<file path="src/logic/adcm_defines.vh">
// Constants for the dual-channel muxed converter output block.
// Assumes inclusion by bare name from files under logic/ and tb/.
`ifndef ADCM_DEFINES_VH
`define ADCM_DEFINES_VH

// Sample widths
`define ADCM_SAMPLE_W        10
`define ADCM_PAIR_W          20
`define ADCM_MSB             9

// Pipeline shape: nine half-cycle stages, five cycles to the first channel
`define ADCM_STAGES          9
`define ADCM_LATENCY_CYCLES  5

// Buffer shape
`define ADCM_FIFO_DEPTH      16
`define ADCM_FIFO_AW         4

// Register byte offsets
`define ADCM_OFS_CTRL        8'h00
`define ADCM_OFS_STATUS      8'h04
`define ADCM_OFS_DATA        8'h08
`define ADCM_OFS_LAST        8'h0c

// Control register fields and reset value
`define ADCM_CTRL_TWOS       0
`define ADCM_CTRL_OUT_DIS    1
`define ADCM_CTRL_SHUTDOWN   2
`define ADCM_CTRL_RESET      3'h0

// Status register fields
`define ADCM_ST_NONEMPTY     0
`define ADCM_ST_FULL         1
`define ADCM_ST_OVERFLOW     2
`define ADCM_ST_LEVEL_LO     4

// Data register fields
`define ADCM_DATA_B_LO       16
`define ADCM_DATA_VALID      31

// AHB transfer type
`define ADCM_HTRANS_NONSEQ   2'h2

`endif

</file>
<file path="src/logic/adcm_half_stage.v">
// One half-cycle pipeline stage, rising or falling edge by parameter.
// Assumes one free-running clock and an asynchronous active-low reset.
`timescale 1ns/1ns
`default_nettype none

module adcm_half_stage #(
    parameter WIDTH   = 20,
    parameter FALLING = 0
) (
    input  wire             hclk,
    input  wire             hresetn,
    input  wire [WIDTH-1:0] d,
    output reg  [WIDTH-1:0] q
);

    generate
        if (FALLING != 0) begin : g_fall
            always @(negedge hclk or negedge hresetn) begin
                if (!hresetn) begin
                    q <= {WIDTH{1'b0}};
                end else begin
                    q <= d;
                end
            end
        end else begin : g_rise
            always @(posedge hclk or negedge hresetn) begin
                if (!hresetn) begin
                    q <= {WIDTH{1'b0}};
                end else begin
                    q <= d;
                end
            end
        end
    endgenerate

endmodule // adcm_half_stage

`default_nettype wire

</file>
<file path="src/logic/adcm_fifo.v">
// Synchronous FIFO with valid/ready on both sides, flop storage.
// Assumes one clock and an asynchronous active-low reset.
`timescale 1ns/1ns
`default_nettype none

module adcm_fifo #(
    parameter WIDTH = 20,
    parameter DEPTH = 16,
    parameter AW    = 4
) (
    input  wire             hclk,
    input  wire             hresetn,
    input  wire             in_valid,
    output wire             in_ready,
    input  wire [WIDTH-1:0] in_data,
    output wire             out_valid,
    input  wire             out_ready,
    output wire [WIDTH-1:0] out_data,
    output wire [AW:0]      level
);

    reg [WIDTH-1:0] mem_reg [0:DEPTH-1];
    reg [AW-1:0]    wr_ptr_reg;
    reg [AW-1:0]    rd_ptr_reg;
    reg [AW:0]      count_reg;
    wire            push;
    wire            pop;

    assign in_ready  = (count_reg != DEPTH[AW:0]);
    assign out_valid = (count_reg != {(AW+1){1'b0}});
    assign push      = in_valid && in_ready;
    assign pop       = out_valid && out_ready;
    assign out_data  = mem_reg[rd_ptr_reg];
    assign level     = count_reg;

    always @(posedge hclk) begin
        if (push) begin
            mem_reg[wr_ptr_reg] <= in_data;
        end
    end

    always @(posedge hclk or negedge hresetn) begin
        if (!hresetn) begin
            wr_ptr_reg <= {AW{1'b0}};
            rd_ptr_reg <= {AW{1'b0}};
            count_reg  <= {(AW+1){1'b0}};
        end else begin
            if (push) begin
                wr_ptr_reg <= wr_ptr_reg + 1'b1;
            end
            if (pop) begin
                rd_ptr_reg <= rd_ptr_reg + 1'b1;
            end
            if (push && !pop) begin
                count_reg <= count_reg + 1'b1;
            end else if (pop && !push) begin
                count_reg <= count_reg - 1'b1;
            end
        end
    end

endmodule // adcm_fifo

`default_nettype wire

</file>
<file path="src/logic/adcm_top.v">
// Output side of a dual-channel pipelined converter: simultaneous capture,
// nine half-cycle stages, one shared three-state bus muxed by clock phase,
// a channel indicator, code format, output enable and shutdown hold.
// Assumes hclk is the converter clock, samples arrive synchronous to it,
// and an AHB-Lite master with a single slave on the bus.
//
// The register offsets and the AHB-Lite register port were decided locally.
`timescale 1ns/1ns
`default_nettype none
`include "adcm_defines.vh"

module adcm_top (
    input  wire        hclk,
    input  wire        hresetn,
    // Converted codes, offset binary
    input  wire [9:0]  first_input,
    input  wire [9:0]  second_input,
    // AHB-Lite slave
    input  wire        hsel,
    input  wire [31:0] haddr,
    input  wire [1:0]  htrans,
    input  wire        hwrite,
    input  wire [2:0]  hsize,
    input  wire [31:0] hwdata,
    input  wire        hready,
    output wire        hreadyout,
    output wire        hresp,
    output wire [31:0] hrdata,
    // Three-state outputs
    output wire [9:0]  muxed_sample_bus,
    output wire        muxed_sample_bus_oe_n,
    output wire        chan_ind,
    output wire        chan_ind_oe_n
);

    ////////////////////////////////////////////////////////////////////////
    // Declarations

    localparam PW = `ADCM_PAIR_W;
    localparam SW = `ADCM_SAMPLE_W;
    localparam NS = `ADCM_STAGES;

    reg  [2:0]      ctrl_reg;
    reg             overflow_reg;
    reg  [PW-1:0]   cap_reg;
    wire [PW-1:0]   stage_q [0:NS];
    reg  [SW-1:0]   out_a_reg;
    reg  [SW-1:0]   out_b_reg;
    reg             ph_rise_reg;
    reg             ph_fall_reg;
    wire            twos_sel;
    wire            out_disable;
    wire            shutdown_in;
    wire [SW-1:0]   conv_a;
    wire [SW-1:0]   conv_b;
    wire            fifo_in_ready;
    wire            fifo_out_valid;
    wire            fifo_pop;
    wire [PW-1:0]   fifo_out_data;
    wire [`ADCM_FIFO_AW:0] fifo_level;
    wire            push_req;
    reg             wr_pend_reg;
    reg  [7:0]      wr_addr_reg;
    reg  [31:0]     rdata_reg;
    reg  [31:0]     rdata_next;
    wire            addr_phase;
    wire            rd_take;
    wire [7:0]      ofs;
    // Register strobes
    wire            ctrl_wr;
    wire            status_wr;
    wire            push_drop;

    assign twos_sel    = ctrl_reg[`ADCM_CTRL_TWOS];
    assign out_disable = ctrl_reg[`ADCM_CTRL_OUT_DIS];
    assign shutdown_in = ctrl_reg[`ADCM_CTRL_SHUTDOWN];

    ////////////////////////////////////////////////////////////////////////
    // Capture and half-cycle pipeline

    // Both channels land in one register on the same edge
    always @(posedge hclk or negedge hresetn) begin
        if (!hresetn) begin
            cap_reg <= {PW{1'b0}};
        end else begin
            cap_reg <= {second_input, first_input};
        end
    end

    assign stage_q[0] = cap_reg;

    // Odd stages on the falling edge so that the ninth ends at 4.5 cycles
    genvar k;
    generate
        for (k = 0; k < NS; k = k + 1) begin : g_stage
            adcm_half_stage #(
                .WIDTH   (PW),
                .FALLING (((k % 2) == 0) ? 1 : 0)
            ) u_stage (
                .hclk    (hclk),
                .hresetn (hresetn),
                .d       (stage_q[k]),
                .q       (stage_q[k+1])
            );
        end
    endgenerate

    ////////////////////////////////////////////////////////////////////////
    // Code format

    // Offset binary to two's complement is a flip of the top bit only
    assign conv_a = {stage_q[NS][`ADCM_MSB] ^ twos_sel,
                     stage_q[NS][`ADCM_MSB-1:0]};
    assign conv_b = {stage_q[NS][SW+`ADCM_MSB] ^ twos_sel,
                     stage_q[NS][SW+`ADCM_MSB-1:SW]};

    ////////////////////////////////////////////////////////////////////////
    // Output latches, rising for the first channel, falling for the second

    // Shutdown freezes the latch
    always @(posedge hclk or negedge hresetn) begin
        if (!hresetn) begin
            out_a_reg   <= {SW{1'b0}};
        end else if (!shutdown_in) begin
            out_a_reg   <= conv_a;
        end else begin
            out_a_reg   <= out_a_reg;
        end
    end

    // Stage nine still holds the same sample until this edge
    always @(negedge hclk or negedge hresetn) begin
        if (!hresetn) begin
            out_b_reg   <= {SW{1'b0}};
        end else if (!shutdown_in) begin
            out_b_reg   <= conv_b;
        end else begin
            out_b_reg   <= out_b_reg;
        end
    end

    ////////////////////////////////////////////////////////////////////////
    // Channel indicator

    // Phase toggles on each rising edge that latches a first-channel word
    always @(posedge hclk or negedge hresetn) begin
        if (!hresetn) begin
            ph_rise_reg <= 1'b0;
        end else if (!shutdown_in) begin
            ph_rise_reg <= ~ph_rise_reg;
        end else begin
            ph_rise_reg <= ph_rise_reg;
        end
    end

    // Copy at the falling edge brings the indicator back to zero
    always @(negedge hclk or negedge hresetn) begin
        if (!hresetn) begin
            ph_fall_reg <= 1'b0;
        end else if (!shutdown_in) begin
            ph_fall_reg <= ph_rise_reg;
        end else begin
            ph_fall_reg <= ph_fall_reg;
        end
    end

    // Indicator built from two flops: no clock gating on the data path,
    // and it lags the clock only by the flop delay
    assign chan_ind = ph_rise_reg ^ ph_fall_reg;

    assign muxed_sample_bus = chan_ind ? out_a_reg : out_b_reg;

    // One enable floats the bus and the indicator together
    assign muxed_sample_bus_oe_n = out_disable;
    assign chan_ind_oe_n         = out_disable;

    ////////////////////////////////////////////////////////////////////////
    // Sample buffer toward software

    // A pair enters whenever a first-channel word is latched; a full
    // buffer drops it and marks the loss rather than stalling the converter
    assign push_req = !shutdown_in;
    assign push_drop = push_req && !fifo_in_ready;

    adcm_fifo #(
        .WIDTH (PW),
        .DEPTH (`ADCM_FIFO_DEPTH),
        .AW    (`ADCM_FIFO_AW)
    ) u_fifo (
        .hclk      (hclk),
        .hresetn   (hresetn),
        .in_valid  (push_req),
        .in_ready  (fifo_in_ready),
        .in_data   ({conv_b, conv_a}),
        .out_valid (fifo_out_valid),
        .out_ready (fifo_pop),
        .out_data  (fifo_out_data),
        .level     (fifo_level)
    );

    ////////////////////////////////////////////////////////////////////////
    // AHB-Lite slave, zero wait states

    assign hreadyout  = 1'b1;
    assign hresp      = 1'b0;
    assign hrdata     = rdata_reg;
    assign addr_phase = hsel && hready && (htrans == `ADCM_HTRANS_NONSEQ);
    assign ofs        = haddr[7:0];
    assign rd_take    = addr_phase && !hwrite;
    assign fifo_pop   = rd_take && (ofs == `ADCM_OFS_DATA) && fifo_out_valid;

    // Writes land in the data phase, one edge after the address was taken
    assign ctrl_wr    = wr_pend_reg && (wr_addr_reg == `ADCM_OFS_CTRL);
    assign status_wr  = wr_pend_reg && (wr_addr_reg == `ADCM_OFS_STATUS);

    // Read data is formed in the address phase so it leaves a flop
    always @* begin
        rdata_next = 32'h0000_0000;
        case (ofs)
            `ADCM_OFS_CTRL: begin
                rdata_next[2:0] = ctrl_reg;
            end
            `ADCM_OFS_STATUS: begin
                rdata_next[`ADCM_ST_NONEMPTY] = fifo_out_valid;
                rdata_next[`ADCM_ST_FULL]     = !fifo_in_ready;
                rdata_next[`ADCM_ST_OVERFLOW] = overflow_reg;
                rdata_next[`ADCM_ST_LEVEL_LO+`ADCM_FIFO_AW:`ADCM_ST_LEVEL_LO] = fifo_level;
            end
            `ADCM_OFS_DATA: begin
                if (fifo_out_valid) begin
                    rdata_next[SW-1:0] = fifo_out_data[SW-1:0];
                    rdata_next[`ADCM_DATA_B_LO+SW-1:`ADCM_DATA_B_LO] =
                        fifo_out_data[PW-1:SW];
                    rdata_next[`ADCM_DATA_VALID] = 1'b1;
                end
            end
            `ADCM_OFS_LAST: begin
                rdata_next[SW-1:0] = out_a_reg;
                rdata_next[`ADCM_DATA_B_LO+SW-1:`ADCM_DATA_B_LO] = out_b_reg;
            end
            default: begin
                rdata_next = 32'h0000_0000;
            end
        endcase
    end

    always @(posedge hclk or negedge hresetn) begin
        if (!hresetn) begin
            rdata_reg   <= 32'h0000_0000;
            wr_pend_reg <= 1'b0;
            wr_addr_reg <= 8'h00;
        end else begin
            wr_pend_reg <= addr_phase && hwrite;
            if (addr_phase) begin
                wr_addr_reg <= ofs;
            end
            if (rd_take) begin
                rdata_reg <= rdata_next;
            end
        end
    end

    ////////////////////////////////////////////////////////////////////////
    // Control and sticky status

    // Only the three low bits exist; the rest of the word is ignored
    always @(posedge hclk or negedge hresetn) begin
        if (!hresetn) begin
            ctrl_reg <= `ADCM_CTRL_RESET;
        end else if (ctrl_wr) begin
            ctrl_reg <= hwdata[2:0];
        end
    end

    // A loss in the same cycle as the clear keeps the flag set
    always @(posedge hclk or negedge hresetn) begin
        if (!hresetn) begin
            overflow_reg <= 1'b0;
        end else if (push_drop) begin
            overflow_reg <= 1'b1;
        end else if (status_wr && hwdata[`ADCM_ST_OVERFLOW]) begin
            overflow_reg <= 1'b0;
        end
    end

endmodule // adcm_top

`default_nettype wire

</file>
<file path="config.mk">
export PLATFORM = sky130hd
export DESIGN_NAME = adcm_top
export DESIGN_NICKNAME = d
export VERILOG_FILES = /design/src/logic/adcm_half_stage.v /design/src/logic/adcm_fifo.v /design/src/logic/adcm_top.v
export VERILOG_INCLUDE_DIRS = /design/src /design/src/logic
export SDC_FILE = /design/constraint.sdc
export NUM_CORES = 1
export LEC_CHECK = 0
export BUFFER_PORTS_ARGS = -buffer_cell sky130_fd_sc_hd__buf_2
export CAP_MARGIN = 20
export CELL_PAD_IN_SITES_DETAIL_PLACEMENT = 0
export CELL_PAD_IN_SITES_GLOBAL_PLACEMENT = 1
export CORE_ASPECT_RATIO = 2
export CORE_MARGIN = 3
export CORE_UTILIZATION = 40
export DETAILED_ROUTE_END_ITERATION = 7
export HOLD_SLACK_MARGIN = 0.1
export PLACE_DENSITY_LB_ADDON = 0.1
export SYNTH_ARGS = -nofsm -noshare
export SYNTH_HDL_FRONTEND = slang
export SYNTH_SLANG_ARGS = --single-unit
</file>
<file path="constraint.sdc">
create_clock -name hclk -period 3.5 [get_ports hclk]
set_input_delay 0.525 -clock hclk [delete_from_list [all_inputs] [get_ports hclk]]
set_output_delay 0.525 -clock hclk [all_outputs]
set_load 0.005 [all_outputs]
</file>
== Word-level counts from Yosys, hierarchy flattened ==
Memory sizes are Yosys's and may differ from the RTL's.
Index checks and enable logic that the tools add are counted.

* Output and inout bits: 47
* RAM bits: 320
* ROM bits: 0
* Flip-flop bits (word level): 269
* Memories: 1
* Logic and storage cells: 77
* Bits of input ports: 94
* Bits in latches: 0

{| class="wikitable"
|+ Memory list
! name !! words !! width !! rd ports !! clocked after memory_dff !! wr ports !! line !! RTL
|-
| u_fifo.mem_reg || 16 || 20 || 1 || 0 || 1 || adcm_fifo.v:22 || <nowiki>reg [WIDTH-1:0] mem_reg [0:DEPTH-1];</nowiki>
|}

* Reduce and logical (&&, ||, !) cells: 24
* Equality and inequality tests: 6
* $mul: 0
* Bitwise gates (word level): 4
* Div/mod/pow operators: 0
* Shift-type cells: 0
* $add $sub $neg: 4
* Order comparisons: 0
* Multiplexer cells: 16

{| class="wikitable"
|+ Operators by type and width
! operator !! count
|-
| $mux W10 || 3
|-
| $pmux W10 S2 || 1
|-
| $eq A8 B3 Y1 const B || 2
|-
| $eq A8 B4 Y1 const B || 2
|-
| $logic_not A8 Y1 || 2
|-
| $pmux W5 S3 || 1
|-
| $logic_and A1 B1 Y1 || 14
|-
| $pmux W3 S4 || 1
|-
| $mux W5 || 2
|-
| $add A4 B1 Y4 const B || 2
|-
| $mux W1 || 6
|-
| $add A5 B1 Y5 const B || 1
|-
| $logic_not A1 Y1 || 5
|-
| $ne A5 B5 Y1 const B || 1
|-
| $reduce_bool A5 Y1 || 1
|-
| $sub A5 B1 Y5 const B || 1
|-
| $pmux W1 S2 || 2
|-
| $reduce_bool A2 Y1 || 2
|-
| $xor A1 B1 Y1 || 3
|-
| $eq A2 B2 Y1 const B || 1
|-
| $not A1 Y1 || 1
|}

== Logic depth before layout (Yosys ltp) ==
Gate-level depths: netlist of the first run.

* Word-level depth: 9
* Gate-level depth with buffers: 15
* Depth with buffers taken out: 12

== Hierarchy ==
Synthesis of the first run repeated with hierarchy kept, for this count alone.

* Cells, all modules: 1092
* Area total of the unflattened synthesis: 20853.8 um2

{| class="wikitable"
|+ Modules (own cells, without submodules)
! module !! instances !! cells each !! seq. area each (um2) !! area an instance (um2)
|-
| adcm_fifo || 1 || 662 || 9934.5 || 13092.6
|-
| adcm_half_stage || 9 || 20 || 500.5 || 500.5
|-
| adcm_top || 1 || 250 || 1901.8 || 3256.9
|}

==> results of run 1 <==
-- worst max-delay path by stage --
| stage | endpoint | slack [ns] | cells after the start |
|---|---|---|---|
| 2_1_floorplan | muxed_sample_bus[0] | 0.09 | 3 |
| 3_3_place_gp | muxed_sample_bus[7] | 0.0003 | 4 |
| 3_5_place_dp | muxed_sample_bus[8] | -0.01 | 4 |
| 4_1_cts | muxed_sample_bus[8] | -0.58 | 4 |
| 5_1_grt | muxed_sample_bus[8] | -0.60 | 4 |
| 6_report | muxed_sample_bus[8] | -0.55 | 4 |
-- placed cells by master, fill, tap and decap left out, types with 10 or more instances in the layout --
cell type,instances
edfxtp_1,320
dfrtp_1,154
dfrtn_1,111
mux4_2,80
buf_2,60
clkbuf_16,53
buf_4,40
mux2_2,38
nand2_1,30
mux2i_1,29
a211oi_1,27
dlygate4sd3_1,21
nor2b_1,13
a221o_1,13
conb_1,13
clkbuf_1,13
buf_6,13
nor2_2,12
mux2_4,10
o21ai_0,10
o211ai_1,10
-- routing by layer --
| layer | up-vias | track usage (%) | part of all wire, % |
|---|---|---|---|
| met1 | 5007 | 19.1 | 38 |
| met2 | 194 | 29.6 | 55 |
| met5 | - | 0 | 0 |
| met3 | 75 | 2.26 | 3.3 |
| met4 | 0 | 5.51 | 3.0 |
| li1 | 4076 | - | - |
-- timing repair --
action | 4_1_cts | 5_1_grt
hold endpoints to repair | 50 | 0
pin swaps | 1 | 0
setup endpoints to repair | 11 | 11
gates resized for setup | 24 | 2
hold buffers | 21 | 0
buffers inserted | 2 | 1
-- critical path, cell delays in order, from the launching register on --
cell	delay, ns
dfrtn_1	0.44
xnor2_2	0.14
buf_6	0.19
mux2_4	0.32
buf_6	0.11
-- report_power, final --
part           switching [mW]  leakage [nW]  internal, mW
registers               0.357          6.10          8.30
clock network            2.47         0.849          3.31
logic                    1.18          1.93         0.913
total                    4.00          8.87          12.5
-- final cells by class --
cell class / instances / area [um2] / share of cell area, %
flip-flops and latches: 589 / 16400 / 68.0
multi-input cells: 347 / 3960 / 16.5
clock buffers: 73 / 1470 / 6.12
repair buffers: 144 / 1150 / 4.77
well taps: 649 / 812 / 3.38
clock inverters: 25 / 262 / 1.09
inverters: 8 / 35.0 / 0.146
-- stage by stage --
step	cells	power [mW]	area (um2)
after floorplan	1001	9.71	20600
after global placement	1712	10.6	21900
after detailed placement	1713	10.7	22000
after CTS	1834	16.8	24000
after global routing	1835	17.2	24000
final	1835	16.5	24000
-- cells by family (layout without fill, tap and decap cells) --
family,count (synthesis),after routing,synth area share (%)
DFF,589,589,79.5
muxes,157,157,12.8
and+or+nand+nor,83,83,1.97
AOI/OAI and AO/OA,69,69,2.53
buffers and inverters,65,250,1.90
xor gates and xnor gates,15,15,0.639
adders and majority gates,10,10,0.645
other,2,13,0.0365
==> summary.txt, run 1 <==
Outcome
  – Outcome: finished with violations
  – Failing checks: setup timing

Worst setup path
  – Crit path required time: 2.97 ns
  – Reg-to-Reg Start: u_fifo.level[1]$_DFFE_PN0P_
  – Type of origin of the critical path: register
  – CP Max Fanout: 7
  – R2r endpoint: u_fifo.level[4]$_DFFE_PN0P_
  – CP Capture Type: output port
  – Reg2reg path depth: 12
  – Critical path class: reg -> out
  – Critical Path AT: 3.53 ns
  – CP startpoint: ph_fall_reg$_DFFE_NN0N_
  – Register-to-register setup slack: 0.55 ns

Power and ir drop
  – Worst IR drop on VDD: 0.000412 V
  – Power Density: 687 nW/um2
  – Leak: ~9 nW

Place
  – Placer Congestion: roughly 0.74
  – IO Port Bufs: 71
  – Pre-CTS setup slack: -0.0116 ns
  – Post-DP HPWL: 26,400 um

Logic synthesis
  – Synth warn: 0
  – Post-synthesis sequential area ratio: about four fifths
  – Post-synth top area share: 46.7%
  – Most frequent cell after synthesis: edfxtp_1
  – Fraction of registers with async set or reset after synthesis: 45.7%
  – Yosys top cell by area: edfxtp_1
  – Post-synth EDFFs: 320
  – Synth top cells by count: edfxtp_1, dfrtp_1, dfrtn_1
  – Post-synthesis cell area: 20,600 um2
  – Synth Instances: 990
  – Synthesis-stage register bit count: slightly below 600
  – Ys flop type: edfxtp_1
  – Average size of a mapped cell: 20.8 um2
  – Cell variety after synth: 43
  – Synth area leaders: edfxtp_1, dfrtp_1, dfrtn_1

CTS
  – CTS sink cnt: ~590
  – Max H-tree Level: 2
  – Clk buf depth: 3
  – TritonCTS clock tree: built
  – Clock slew at reported path FFs: 0.06 ns
  – Clk_lat worst skew: roughly 0.6 ns
  – CTS root buf: clkbuf_16
  – CTS Buf Count: 52

GRT
  – GR Overflow Total: 0
  – Vias in the first global route: 10,182
  – Aggregate global-route resource usage: 16.0%
  – Largest net degree at the start of global routing: between 40 and 50
  – Initial antenna violation count: 0
  – First-pass GRT wire length: ~65,000 um

Detailed routing
  – Vias: around 9,400
  – DR DRC count: 0
  – Post-DR wirelength/cell: 23.3 um
  – Drt first pass iters: 4
  – Initial DRC count: 509
  – Vias/cell: 5.10
  – Antenna viol nets, final: 0
  – Final wirelength: around 43,000 um

Cells and area
  – Filler cells: 4,285
  – Max reg flops: 320
  – ANT cells: 0
  – Layout cell share with drive strength beyond 1: approximately 30%
  – Final net count: roughly 1,200
  – Synth-to-layout area growth: 16.9%
  – Final core occ: 47.6%

Floorplan
  – Starting Density: 40.7%
  – Placement Rows: 116
  – Die X-Extent: roughly 170 um
  – Num ports: 141
  – Chip height: 327 um
  – Core Area: 50,500 um2
  – Die footprint: 54,300 um2

STA
  – Unrepaired setup endpoints after global routing: yes
  – Max-slew violations: 0
  – Slew at the pin with the worst max-slew slack: 1.17 ns
  – Worst rel slew slack: between 20% and 30%
  – Worst Clk Skew: 0.0272 ns
  – Hold slack: 0.173 ns
  – Setup TNS: -5.85 ns
  – Final Hold Vio Count: 0
  – Final Setup Violations: 11
  – Final WS setup: -0.553 ns

Run
  – Max Cap Viol: 0

Hold path
  – Hold depth: 2
  – HP Start: hwdata[1]
  – Worst Hold Class: in -> reg
  – Min-Delay Endpoint: ctrl_reg[1]$_DFFE_PN0P_
(Power assumes the default switching activity.)
==> run 2, diff against run 1 <==
==> constraint.sdc (replaced) <==
create_clock -name hclk -period 3.5 [get_ports hclk]
set_input_delay 0.7 -clock hclk [delete_from_list [all_inputs] [get_ports hclk]]
set_output_delay 0.7 -clock hclk [all_outputs]
set_load 0.005 [all_outputs]
==> run 2 against run 1 <==
- the run still ends with setup timing left
- via count up 0.48%
- worst setup slack lost 0.26 ns
- core utilization decreased by 0.46 points
- sequential share of layout area increased by 0.66 points
- wire length up 5.5%
- non-clock buffer count is 17 lower
- critical endpoint is now muxed_sample_bus[0]
==> summary.txt, run 2 (same netlist as run 1, synthesis figures left out) <==
STA
  – Final WS setup: -0.813 ns (-0.260 ns)
  – Max-slew violations: 0 (unchanged)
  – Final Setup Violations: 11 (unchanged)
  – Worst rel slew slack: 28.4% (+6.5 points)
  – Worst Clk Skew: 0.0321 ns (+0.00491 ns)
  – Slew at the pin with the worst max-slew slack: 1.07 ns (-0.101 ns)
  – Unrepaired setup endpoints after global routing: yes
  – Final Hold Vio Count: 0 (unchanged)

Power and ir drop
  – Power Density: 690 nW/um2 (+0.29%)
  – Cell internal pwr: 12.3 mW (-2.1%)
  – Clock power share: 34.1% (-0.9 points)
  – Leak: 8.80 nW (-0.87%)
  – Sw Ratio: 25.3% (+1.1 points)
  – Worst IR drop on VDD: 0.000390 V (-5.3%)
  – Comb power frac: 13.1% (+0.4 points)
  – Part of the power in registers: 52.7% (+0.3 points)
  – Sw Pwr: 4.15 mW (+3.7%)

GRT
  – Initial antenna violation count: 0 (unchanged)
  – Aggregate global-route resource usage: 16.9% (+0.92 points)
  – First-pass GRT wire length: 67,700 um (+4.4%)
  – GR Overflow Total: 0 (unchanged)
  – Largest net degree at the start of global routing: 58 (+23%)
  – Vias in the first global route: 10,196 (+0.14%)

Worst setup path
  – CP cell instances: xnor2_2 -> buf_12 -> mux2_4 -> buf_6
  – Type of origin of the critical path: register
  – Reg2reg path depth: 2 (-10)
  – Worst Setup EP: muxed_sample_bus[0]
  – Critical path class: reg -> out
  – Top cell family by delay on the critical path: flip-flops
  – Reg-to-Reg Start: g_stage[8].u_stage.q[9]$_DFF_NN0_
  – CP Capture Type: output port
  – Crit path largest cell delay: 0.37 ns (-0.07 ns)
  – Slowest cell on crit path: dfrtn_1
  – CP Max Fanout: 6 (-1)
  – Crit path required time: 2.80 ns (-0.17 ns)
  – WP depth: 4 (unchanged)
  – Register-to-register setup slack: 0.17 ns (-0.38 ns)
  – Worst Path Buf+Inv: 2 (unchanged)
  – Critical Path AT: 3.61 ns (+0.08 ns)
  – CP startpoint: ph_fall_reg$_DFFE_NN0N_
  – R2r endpoint: out_a_reg[9]$_DFFE_PN0N_

Detailed routing
  – Vias: 9,397 (+0.48%)
  – Post-DR wirelength/cell: 24.8 um (+6.4%)
  – Vias/cell: 5.17 (+1.4%)
  – Final wirelength: 45,100 um (+5.5%)
  – DR DRC count: 0 (unchanged)
  – Antenna viol nets, final: 0 (unchanged)
  – Initial DRC count: 659 (+29%)
  – Drt first pass iters: 5 (+1)

Cells and area
  – Synth-to-layout area growth: 15.8%
  – Commonest non-fill, non-tap cell in the layout: edfxtp_1
  – Commonest cells after routing, fill and taps aside: edfxtp_1, dfrtp_1, dfrtn_1
  – Final Instance Area: 23,800 um2 (-0.97%)
  – Filler cells: 4,306 (+0.49%)
  – Reg area: 16,300 um2 (about the same)
  – Multi-input gate area: 3960 um2 (unchanged)
  – Final core occ: 47.1% (-0.46 points)
  – Max reg flops: 320 (unchanged)
  – Final net count: 1,229 (-1.4%)
  – Layout cell share with drive strength beyond 1: 30.9% (+0.95 points)

Floorplan
  – Die X-Extent: 166 um (unchanged)
  – Die footprint: 54,300 um2 (unchanged)
  – Core Area: 50,500 um2 (unchanged)
  – Placement Rows: 116 (unchanged)
  – Chip height: 327 um (unchanged)
  – Starting Density: 40.7% (unchanged)
  – Num ports: 141 (unchanged)

CTS
  – Clk buf depth: 3 (unchanged)
  – CTS sink cnt: 589 (unchanged)
  – TritonCTS clock tree: built
  – Max H-tree Level: 2 (unchanged)
  – CTS root buf: clkbuf_16
  – CTS Buf Count: 52 (unchanged)
  – Clk_lat worst skew: 0.59 ns (about the same)
  – Clock slew at reported path FFs: 0.07 ns (about the same)

Place
  – IO Port Bufs: 71 (unchanged)
  – Placement Cell Area: 22,000 um2 (+0.29%)
  – Placer Congestion: 0.723 (-1.8%)
  – Post-DP HPWL: 26,900 um (+1.9%)

Hold path
  – Worst Hold Class: in -> reg

Run
  – Max Cap Viol: 0 (unchanged)

Outcome
  – Outcome: finished with violations
  – Failing checks: setup timing
[run 2: cell count changes in the layout (fill, tap and decap cells not counted), moves of 2 or more]
cell           change
buf_4              +5
buf_6              -2
bufinv_16          -4
clkbuf_16          +2
clkbuf_8           -2
clkinv_1           -3
clkinv_2           +4
clkinv_4           +3
dlygate4sd3_1     -20
inv_4              +2
[run 2: worst min path at each step]
| stage | startpoint | to | slack, ns | depth (start not counted) |
|---|---|---|---|---|
| after floorplan | hresetn | cap_reg[0]$_DFF_PN0_ | 0.40 | 0 |
| after global placement | hrdata[31]$_DFFE_PN0P_ | hrdata[31]$_DFFE_PN0P_ | 0.46 | 2 |
| after detailed placement | hrdata[31]$_DFFE_PN0P_ | hrdata[31]$_DFFE_PN0P_ | 0.48 | 2 |
| after CTS | first_input[0] | cap_reg[0]$_DFF_PN0_ | 0.17 | 1 |
| after global routing | second_input[6] | cap_reg[16]$_DFF_PN0_ | 0.18 | 1 |
| final | first_input[2] | cap_reg[2]$_DFF_PN0_ | 0.21 | 1 |
[run 2: layout make-up]
| class | instances | area share, % |
|---|---|---|
| well taps | 649 | 3.41 |
| flip-flops and latches | 589 | 68.7 |
| clock inverters | 26 | 0.778 |
| clock buffers | 72 | 6.26 |
| diodes | 1 | 0.0105 |
| repair buffers | 127 | 4.06 |
| inverters | 8 | 0.158 |
| multi-input cells | 347 | 16.6 |
[run 2: worst register-to-register path, delay by kind of cell (launching register included)]
kind                      cells  cell delay, ns
DFF                           1            0.40
muxes                         1            0.30
xor gates and xnor gates      1            0.84
[run 2: repair_timing]
action / 4_1_cts / 5_1_grt
gates resized for setup: 19 / 0
hold buffers: 1 / 0
setup endpoints to repair: 11 / 11
pin swaps: 1 / 1
endpoints found under the hold margin: 8 / 0
setup buffers: 1 / 0
[run 2: routing by layer]
layer | part of all wire (%) | track usage (%)
met1 | 39 | 20.5
met3 | 3.9 | 2.62
met5 | 0 | 0
met4 | 2.5 | 5.58
met2 | 55 | 30.8
[run 2: metrics by stage]
step	setup TNS [ns]	total power, mW	std cells	setup WS [ns]	hold slack [ns]
finish	-8.70	16.4	1819	-0.813	0.211
global route	-9.25	17.1	1818	-0.863	0.179
CTS	-9.10	16.7	1818	-0.853	0.171
detailed placement	-2.06	10.9	1718	-0.237	0.482
global placement	-2.21	10.8	1718	-0.244	0.461
floorplan	-0.159	9.77	1001	-0.0319	0.404
[run 2: power groups by stage]
stage | registers [mW] | logic [mW] | clock network (mW)
2_1_floorplan | 8.64 | 1.12 | 0
3_3_place_gp | 8.77 | 2.03 | 0
3_5_place_dp | 8.81 | 2.04 | 0
4_1_cts | 8.67 | 2.22 | 5.79
5_1_grt | 8.74 | 2.32 | 6.05
6_report | 8.66 | 2.16 | 5.60
